[src/design/rxcfg_pkg.sv]
package rxcfg_pkg;
  localparam int FRAME_BITS = 15;
  localparam int REG_W = 12;
  // operating register field positions (register bit 11 = frame bit 3)
  localparam int OP_BAUD_LSB = 10;
  localparam int OP_CHECK_LSB = 8;
  localparam int OP_MOD_BIT = 7;
  localparam int OP_SLEEP_LSB = 2;
  localparam int OP_EXT_BIT = 1;
  localparam int OP_NS_BIT = 0;
  localparam int LIM_LO_LSB = 6;
  localparam logic [11:0] OP_RESET = 12'h119;
  localparam logic [11:0] LIM_RESET = 12'h569;
  // timing, ns and clock cycles
  localparam int CLK_NS = 10;
  localparam int CLOCK_ISSUE_DELAY_NS = 100;
  localparam int CLOCK_ISSUE_CYC = (CLOCK_ISSUE_DELAY_NS + CLK_NS - 1) / CLK_NS;
  localparam int CLK_PULSE_CYC = 4;
  localparam int SYNC_CYC = 8;
  localparam int START_LOW_MIN_CYC = 64;
  localparam int END_PULSE_BASE_CYC = 16;
  localparam int SLEEP_UNIT_CYC = 1024;
  typedef enum logic [1:0] {RXCFG_POLL, RXCFG_STARTUP, RXCFG_CHECK, RXCFG_RECV} rxcfg_mode_t;
  typedef enum logic [1:0] {RXCFG_CMD_OFF, RXCFG_CMD_OP, RXCFG_CMD_LIM} rxcfg_cmd_t;

  function automatic logic [3:0] rxcfg_scale(input logic [1:0] baud);
    case (baud)
      2'b00: rxcfg_scale = 4'd8;
      2'b01: rxcfg_scale = 4'd4;
      2'b10: rxcfg_scale = 4'd2;
      default: rxcfg_scale = 4'd1;
    endcase
  endfunction : rxcfg_scale

  function automatic logic [3:0] rxcfg_checks(input logic [1:0] sel);
    case (sel)
      2'b00: rxcfg_checks = 4'd0;
      2'b01: rxcfg_checks = 4'd3;
      2'b10: rxcfg_checks = 4'd6;
      default: rxcfg_checks = 4'd9;
    endcase
  endfunction : rxcfg_checks
endpackage : rxcfg_pkg

[src/design/rxcfg_frame_if.sv]
`timescale 1ns/1ps
interface rxcfg_frame_if;
  logic done;
  logic [14:0] bits;
  logic busy;
  modport rx (output done, output bits, output busy);
  modport use_side (input done, input bits, input busy);
endinterface : rxcfg_frame_if

[src/design/rxcfg_frame_rx.sv]
`timescale 1ns/1ps
module rxcfg_frame_rx
(
  // clock and reset
  input wire logic clk,
  input wire logic rstn,
  // synchronised line level and gating
  input wire logic line_in,
  input wire logic enable,
  // sync pulse request toward the pad
  output logic sync_pull,
  // frame out
  rxcfg_frame_if.rx frm
);
  import rxcfg_pkg::*;
  typedef enum logic [2:0] {RXCFG_F_IDLE, RXCFG_F_LOW, RXCFG_F_WAITHI, RXCFG_F_SYNC,
    RXCFG_F_SAMPLE} rxcfg_fstate_t;
  rxcfg_fstate_t state;
  logic [15:0] cnt;
  logic [3:0] idx;
  logic [14:0] shreg;

  always_ff @(posedge clk or negedge rstn)
  begin
    if (!rstn)
    begin
      state <= RXCFG_F_IDLE;
      cnt <= 16'h0000;
      idx <= 4'h0;
      shreg <= 15'h0000;
      frm.done <= 1'b0;
      frm.bits <= 15'h0000;
    end
    else
    begin
      frm.done <= 1'b0;
      case (state)
        RXCFG_F_IDLE:
        begin
          cnt <= 16'h0000;
          if (enable && !line_in)
            state <= RXCFG_F_LOW;
        end
        RXCFG_F_LOW:
        begin
          // a low shorter than the minimum is a data glitch, not a frame
          if (line_in)
            state <= RXCFG_F_IDLE;
          else if (cnt == 16'(START_LOW_MIN_CYC))
            state <= RXCFG_F_WAITHI;
          else
            cnt <= cnt + 16'h0001;
        end
        RXCFG_F_WAITHI:
          if (line_in)
          begin
            idx <= 4'h0;
            cnt <= 16'h0000;
            state <= RXCFG_F_SYNC;
          end
        RXCFG_F_SYNC:
        begin
          // device pulls low briefly, then host sets the bit level
          if (cnt == 16'(SYNC_CYC * 2))
          begin
            cnt <= 16'h0000;
            state <= RXCFG_F_SAMPLE;
          end
          else
            cnt <= cnt + 16'h0001;
        end
        RXCFG_F_SAMPLE:
        begin
          shreg[14 - idx] <= line_in;
          if (idx == 4'd0 && line_in)
          begin
            // off command carries a single sync pulse
            frm.bits <= 15'h4000;
            frm.done <= 1'b1;
            state <= RXCFG_F_IDLE;
          end
          else if (idx == 4'(FRAME_BITS - 1))
          begin
            frm.bits <= {shreg[14:1], line_in};
            frm.done <= 1'b1;
            state <= RXCFG_F_IDLE;
          end
          else
          begin
            idx <= idx + 4'h1;
            state <= RXCFG_F_SYNC;
          end
        end
        default: state <= RXCFG_F_IDLE;
      endcase
    end
  end

  assign sync_pull = (state == RXCFG_F_SYNC) && (cnt < 16'(SYNC_CYC));
  assign frm.busy = (state != RXCFG_F_IDLE);
endmodule : rxcfg_frame_rx

[src/design/rxcfg_top.sv]
`timescale 1ns/1ps
module rxcfg_top
#(
  parameter int SLEEP_UNIT = rxcfg_pkg::SLEEP_UNIT_CYC
)
(
  // clock and reset
  input wire logic clk,
  input wire logic rstn,
  // supply monitor, asserted when register contents may be lost
  input wire logic supply_dip,
  // data pad, open drain
  input wire logic data_in,
  output logic data_out,
  output logic data_oe,
  // polling control pin, low means controller holds receiver on
  input wire logic polling_n,
  // demodulator side
  input wire logic demod_bit,
  input wire logic stream_valid,
  input wire logic check_pass,
  input wire logic last_high,
  input wire logic clk_event,
  // data clock output
  output logic data_clk,
  // status and decoded configuration
  output rxcfg_pkg::rxcfg_mode_t mode,
  output logic [3:0] check_count,
  output logic [3:0] window_scale,
  output logic modulation_sel,
  output logic [5:0] lim_lower,
  output logic [5:0] lim_upper,
  output logic loss_marker
);
  import rxcfg_pkg::*;

  logic [11:0] operating_config;
  logic [11:0] bit_check_limits;
  logic [1:0] data_sync;
  logic [1:0] poll_sync;
  logic [1:0] dip_sync;
  logic line;
  logic poll_low;
  logic sync_pull;
  logic drive_data;
  logic out_level;
  logic end_pulse;
  logic [7:0] pulse_cnt;
  logic stream_q;
  logic clk_pend;
  logic [7:0] clk_cnt;
  logic [2:0] clk_hi;
  logic [17:0] sleep_cnt;
  logic off_check;
  logic [1:0] baud_range_sel;
  logic noise_sup;
  logic sleep_extend;
  logic [4:0] sleep_val;
  rxcfg_cmd_t cmd;
  rxcfg_frame_if frm ();

  // pad and pin inputs pass two flops before any use
  always_ff @(posedge clk or negedge rstn)
  begin
    if (!rstn)
    begin
      data_sync <= 2'b11;
      poll_sync <= 2'b11;
      dip_sync <= 2'b00;
    end
    else
    begin
      data_sync <= {data_sync[0], data_in};
      poll_sync <= {poll_sync[0], polling_n};
      dip_sync <= {dip_sync[0], supply_dip};
    end
  end

  assign line = data_sync[1];
  assign poll_low = !poll_sync[1];

  // field decode
  assign baud_range_sel = operating_config[OP_BAUD_LSB +: 2];
  assign window_scale = rxcfg_scale(baud_range_sel);
  assign check_count = poll_low ? 4'd0 : rxcfg_checks(operating_config[OP_CHECK_LSB +: 2]);
  assign modulation_sel = operating_config[OP_MOD_BIT];
  assign sleep_val = operating_config[OP_SLEEP_LSB +: 5];
  assign sleep_extend = operating_config[OP_EXT_BIT];
  assign noise_sup = operating_config[OP_NS_BIT];
  assign lim_lower = bit_check_limits[LIM_LO_LSB +: 6];
  assign lim_upper = bit_check_limits[5:0];

  rxcfg_frame_rx u_frame (
    .clk(clk),
    .rstn(rstn),
    .line_in(line),
    .enable(!drive_data || out_level),
    .sync_pull(sync_pull),
    .frm(frm.rx)
  );

  always_comb
  begin
    if (frm.bits[14])
      cmd = RXCFG_CMD_OFF;
    else if (frm.bits[13])
      cmd = RXCFG_CMD_OP;
    else
      cmd = RXCFG_CMD_LIM;
  end

  // configuration registers; defaults on power-on or on a supply dip
  always_ff @(posedge clk or negedge rstn)
  begin
    if (!rstn)
    begin
      operating_config <= OP_RESET;
      bit_check_limits <= LIM_RESET;
    end
    else if (dip_sync[1])
    begin
      operating_config <= OP_RESET;
      bit_check_limits <= LIM_RESET;
    end
    else if (frm.done && !frm.bits[0])
    begin
      if (cmd == RXCFG_CMD_OP)
        operating_config <= frm.bits[12:1];
      else if (cmd == RXCFG_CMD_LIM)
        bit_check_limits <= frm.bits[12:1];
    end
  end

  // marker stands until the controller reprograms a register
  always_ff @(posedge clk or negedge rstn)
  begin
    if (!rstn)
      loss_marker <= 1'b0;
    else if (dip_sync[1])
      loss_marker <= 1'b1;
    else if (frm.done && !frm.bits[0] && cmd != RXCFG_CMD_OFF)
      loss_marker <= 1'b0;
  end

  // receiver mode sequencing
  always_ff @(posedge clk or negedge rstn)
  begin
    if (!rstn)
    begin
      mode <= RXCFG_POLL;
      sleep_cnt <= 18'h00000;
      stream_q <= 1'b0;
      off_check <= 1'b0;
    end
    else
    begin
      stream_q <= stream_valid;
      case (mode)
        RXCFG_POLL:
        begin
          // 31 holds sleep forever; only the pin wakes it
          if (poll_low)
            mode <= RXCFG_STARTUP;
          else if (sleep_val == 5'd31)
            sleep_cnt <= 18'h00000;
          else if (sleep_cnt >= 18'(sleep_val * (sleep_extend ? 8 : 1) * SLEEP_UNIT))
          begin
            sleep_cnt <= 18'h00000;
            mode <= RXCFG_STARTUP;
          end
          else
            sleep_cnt <= sleep_cnt + 18'h00001;
        end
        RXCFG_STARTUP:
          mode <= RXCFG_CHECK;
        RXCFG_CHECK:
          // an off under a held pin still waits for a real check
          if (check_pass || (check_count == 4'd0 && !off_check))
          begin
            mode <= RXCFG_RECV;
            off_check <= 1'b0;
          end
        RXCFG_RECV:
        begin
          if (frm.done && cmd == RXCFG_CMD_OFF)
          begin
            mode <= poll_low ? RXCFG_STARTUP : RXCFG_POLL;
            off_check <= poll_low;
          end
          else if (stream_q && !stream_valid && noise_sup)
            mode <= RXCFG_CHECK;
          // with suppression off the receiver stays here until told
        end
        default: mode <= RXCFG_POLL;
      endcase
    end
  end

  // trailing pulse when the stream ends on a high period
  always_ff @(posedge clk or negedge rstn)
  begin
    if (!rstn)
    begin
      pulse_cnt <= 8'h00;
      end_pulse <= 1'b0;
    end
    else if (mode == RXCFG_RECV && stream_q && !stream_valid && noise_sup && last_high)
    begin
      // counter runs down to zero inclusive, so load one less
      pulse_cnt <= 8'(END_PULSE_BASE_CYC * window_scale - 1);
      end_pulse <= 1'b1;
    end
    else if (pulse_cnt != 8'h00)
      pulse_cnt <= pulse_cnt - 8'h01;
    else
      end_pulse <= 1'b0;
  end

  // data pad output register; high means released
  always_ff @(posedge clk or negedge rstn)
  begin
    if (!rstn)
      out_level <= 1'b1;
    else if (sync_pull)
      out_level <= 1'b0;
    else if (end_pulse)
      out_level <= 1'b0;
    else if (mode == RXCFG_RECV && !frm.busy)
      out_level <= demod_bit;
    else
      out_level <= 1'b1;
  end

  assign drive_data = !out_level;
  assign data_out = 1'b0;
  assign data_oe = drive_data;

  // data clock: wait for pad to follow, then fixed delay
  always_ff @(posedge clk or negedge rstn)
  begin
    if (!rstn)
    begin
      clk_pend <= 1'b0;
      clk_cnt <= 8'h00;
      clk_hi <= 3'h0;
      data_clk <= 1'b0;
    end
    else
    begin
      if (clk_event && mode == RXCFG_RECV)
      begin
        clk_pend <= 1'b1;
        clk_cnt <= 8'h00;
      end
      else if (clk_pend && line == out_level)
      begin
        if (clk_cnt == 8'(CLOCK_ISSUE_CYC - 1))
        begin
          clk_pend <= 1'b0;
          clk_hi <= 3'(CLK_PULSE_CYC);
        end
        else
          clk_cnt <= clk_cnt + 8'h01;
      end
      if (clk_hi != 3'h0)
        clk_hi <= clk_hi - 3'h1;
      data_clk <= (clk_hi != 3'h0);
    end
  end
endmodule : rxcfg_top

[config.mk]
export PLATFORM = sky130hd
export DESIGN_NAME = rxcfg_top
export DESIGN_NICKNAME = d
export VERILOG_FILES = /design/src/design/rxcfg_pkg.sv /design/src/design/rxcfg_frame_if.sv /design/src/design/rxcfg_frame_rx.sv /design/src/design/rxcfg_top.sv
export SDC_FILE = /design/constraint.sdc
export NUM_CORES = 1
export LEC_CHECK = 0
export ABC_AREA = 1
export BUFFER_PORTS_ARGS = -buffer_cell sky130_fd_sc_hd__buf_2
export CAP_MARGIN = 40
export CORE_MARGIN = 5
export CORE_UTILIZATION = 60
export DETAILED_ROUTE_END_ITERATION = 16
export GPL_TIMING_DRIVEN = 0
export PLACE_DENSITY = 0.77
export SETUP_SLACK_MARGIN = 0.02
export SYNTH_ARGS = -nofsm -noshare
export SYNTH_HDL_FRONTEND = slang
export SYNTH_HIERARCHICAL = 1
export SYNTH_SLANG_ARGS = --single-unit
[constraint.sdc]
create_clock -name clk -period 6.08 [get_ports clk]
set_input_delay 0.608 -clock clk [delete_from_list [all_inputs] [get_ports clk]]
set_output_delay 0.608 -clock clk [all_outputs]
set_load 0.005 [all_outputs]
==> results.cfg <==
[routing]
vias = 5981
first_pass_iters = 6
routed_wl_um = 15600
remaining_drc_errors = 0
via_per_inst = 5.25
drt-initial-drc-count = 547
ant_nets = 0
wl_per_cell_um = 13.7

[cells_and_area]
design_area_um2 = 8350
synthToLayoutAreaGrowth_pct = 13.9
drive_above_1_share = 0.151
antenna_cells = 0
final_net_count = 1017

[critical_path]
cp-endpoint = sleep_cnt[0]$_DFFE_PN0P_
end_kind = register
r2r_start = operating_config[4]$_DFFE_PN1P_
slowest_delay_ns = 0.56
start_kind = register
crit_chain = nand2_1 > fa_1 > ha_1 > nand2_1 > a21oi_1 > nor2_1 > nand3_2 > inv_2 > nand2_1 > a21oi_1
worstSetupPathType = register to register
required_ns = 6.41
crit_start = operating_config[4]$_DFFE_PN1P_
r2r_cells = 10
cp_slowest_cell = dfstp_2
worstPathArrival_ns = 2.76
regToRegSetupSlack_ns = 3.65
crit_top_cell = nand2_1
cp_max_fo = 6
r2r_end = sleep_cnt[0]$_DFFE_PN0P_

[cts]
clock_latency_ns = 0.42
cts_made_buffers = 17
clkTransAtPathRegs_ns = 0.06
cts.path.max_buffers = 2
clock_sinks = 129
h-tree-depth = 4
cts_resized = 0
cts_tree = yes
holdBufCountCts = 0
root_buffer = clkbuf_16
postCtsSetupRepairBufs = 0

[hold_path]
hold_class = primary input to async pin

[grt]
overflow = 0
grt_usage = 0.229
grt_start_max_net_pins = 77
grt_pass1_vias = 5741
grt_antenna_before_repair = 0
grt_pass1_wl_um = 27000

[placement]
place_area_um2 = 7730
place_hpwl_um = 11200
port_buffers = 35
place_congestion = 0.977

[floorplanning]
initial_utilization = 0.610
ioPinCount = 37
rows = 40
die-area_um2 = 14500
die_width_um = 121
coreArea_um2 = 12000
die_h_um = 121

[synthesis]
yosysMostFrequentCell = nand2_1
syn_inst = 922
yosys_warnings = 6
synth_common_cells = nand2_1 (233), inv_1 (116), dfrtp_1 (114)
synth_ff_type = dfrtp_1
synth.distinct_cells = 50
ys_ff_latch = 129
synthArstFlopShare = 1.00
synth-seq-area-share = 0.443
synth_top_area_frac = 0.389
synth.area.top_cells = dfrtp_1 (39%), nand2_1 (12%), inv_1 (5.9%)
syn_area_um2 = 7330
synth_top_area_cell = dfrtp_1
synth_area_per_cell_um2 = 7.95
synth-edff-count = 0

[timing]
period_share = 0.399
skew_ns = 0.00740
min_period_ns = 2.43
tightest_slew_ns = 0.624
rsz0062_at_grt = no
max_clock_freq_mhz = 412
finalMaxSlewViolations = 0
hold_viol_final = 0
slew_headroom = 0.581
final-setup-viol-count = 0
fin_setup_tns_ns = 0

[pwr]
power_density_nw_per_um2 = 372
ir_drop_uv = 318
total_leakage_power_nw = 4.09

[job]
max_cap_viol_count = 0

[run_status]
status = finished, final reports clean
## routing by layer
metal,GRT usage,vias up,part of all wire
met2,0.359,138,0.47
met1,0.322,2769,0.48
met3,0.0500,17,0.043
met5,0,-,0
met4,0.0687,0,0.011
li1,-,3057,-
## worst min-delay path by stage
stage                     slack (ns)                                to  cells after the start
after global placement          0.34             dip_sync[1]$_DFF_PN0_                      0
after global routing            0.17      u_frame/shreg[7]$_DFFE_PN0P_                      1
final                           0.14      u_frame/shreg[7]$_DFFE_PN0P_                      1
after CTS                       0.15      u_frame/shreg[7]$_DFFE_PN0P_                      1
after detailed placement        0.34             dip_sync[1]$_DFF_PN0_                      0
after floorplan                 0.31  bit_check_limits[11]$_DFFE_PN0P_                      0
## where the power goes
part           internal [mW]  leakage (nW)  switching, mW
Combinational          0.337          2.21          0.592
Sequential             0.984          1.59          0.135
Clock                  0.663         0.295          0.393
## state kept, by name (all words and copies together), names as in the netlist, 2 cells and up
name              flops
sleep_cnt            18
u_frame/cnt          16
u_frame/frm.bits     15
u_frame/shreg        14
bit_check_limits     12
operating_config     12
clk_cnt               8
pulse_cnt             8
u_frame/idx           4
clk_hi                3
u_frame/state         3
data_sync             2
dip_sync              2
mode                  2
poll_sync             2
## logic make-up after synthesis
kind of cell | share of synthesized area
AND/OR/NAND/NOR | 0.306
AO/OA/AOI/OAI | 0.0838
other | 0.00102
multiplexers | 0.00921
flip-flops | 0.443
adder cells (fa/ha/maj) | 0.0488
buffers and inverters | 0.0787
XOR/XNOR | 0.0299
## metrics by stage
stage	hold WS, ns	worst slack [ns]	utilization	power, mW	instances
after detailed placement	0.340	3.65	0.644	2.04	1107
after floorplan	0.312	3.90	-	1.82	924
final	0.140	3.65	0.695	3.10	1139
after global routing	0.168	3.47	0.695	3.31	1139
after global placement	0.336	2.72	0.641	2.02	1106
after CTS	0.146	3.64	0.695	3.12	1139
## cells in the final DEF, fill, tap and decap left out, types with 9 or more instances in the layout
cell type / count
nand2_1: 233
inv_1: 116
dfrtp_1: 114
nor2_1: 107
nand3_1: 62
o21ai_0: 53
buf_2: 37
ha_1: 27
o21ai_1: 19
clkbuf_16: 17
a21oi_1: 16
nor3_1: 16
nand4_1: 16
xor2_1: 16
dfstp_2: 15
xnor2_1: 9
## worst max-delay path, delay by kind of cell, from the launching register on
family | cells | cell delay [ns]
buf+inv | 1 | 0.13
simple gates | 5 | 0.62
compound gates | 2 | 0.22
fa+ha+maj | 2 | 0.79
flops | 1 | 0.56
## cell type report
class / count / area, um2
sequential: 129 / 3250
clock buffer: 19 / 443
tap: 147 / 184
clock inverter: 13 / 175
multi-input combinational: 655 / 3520
inverter: 125 / 474
buffer: 15 / 103
timing repair buffer: 36 / 209
fill: 989 / 3660
Power figures use the tool's default switching activity.
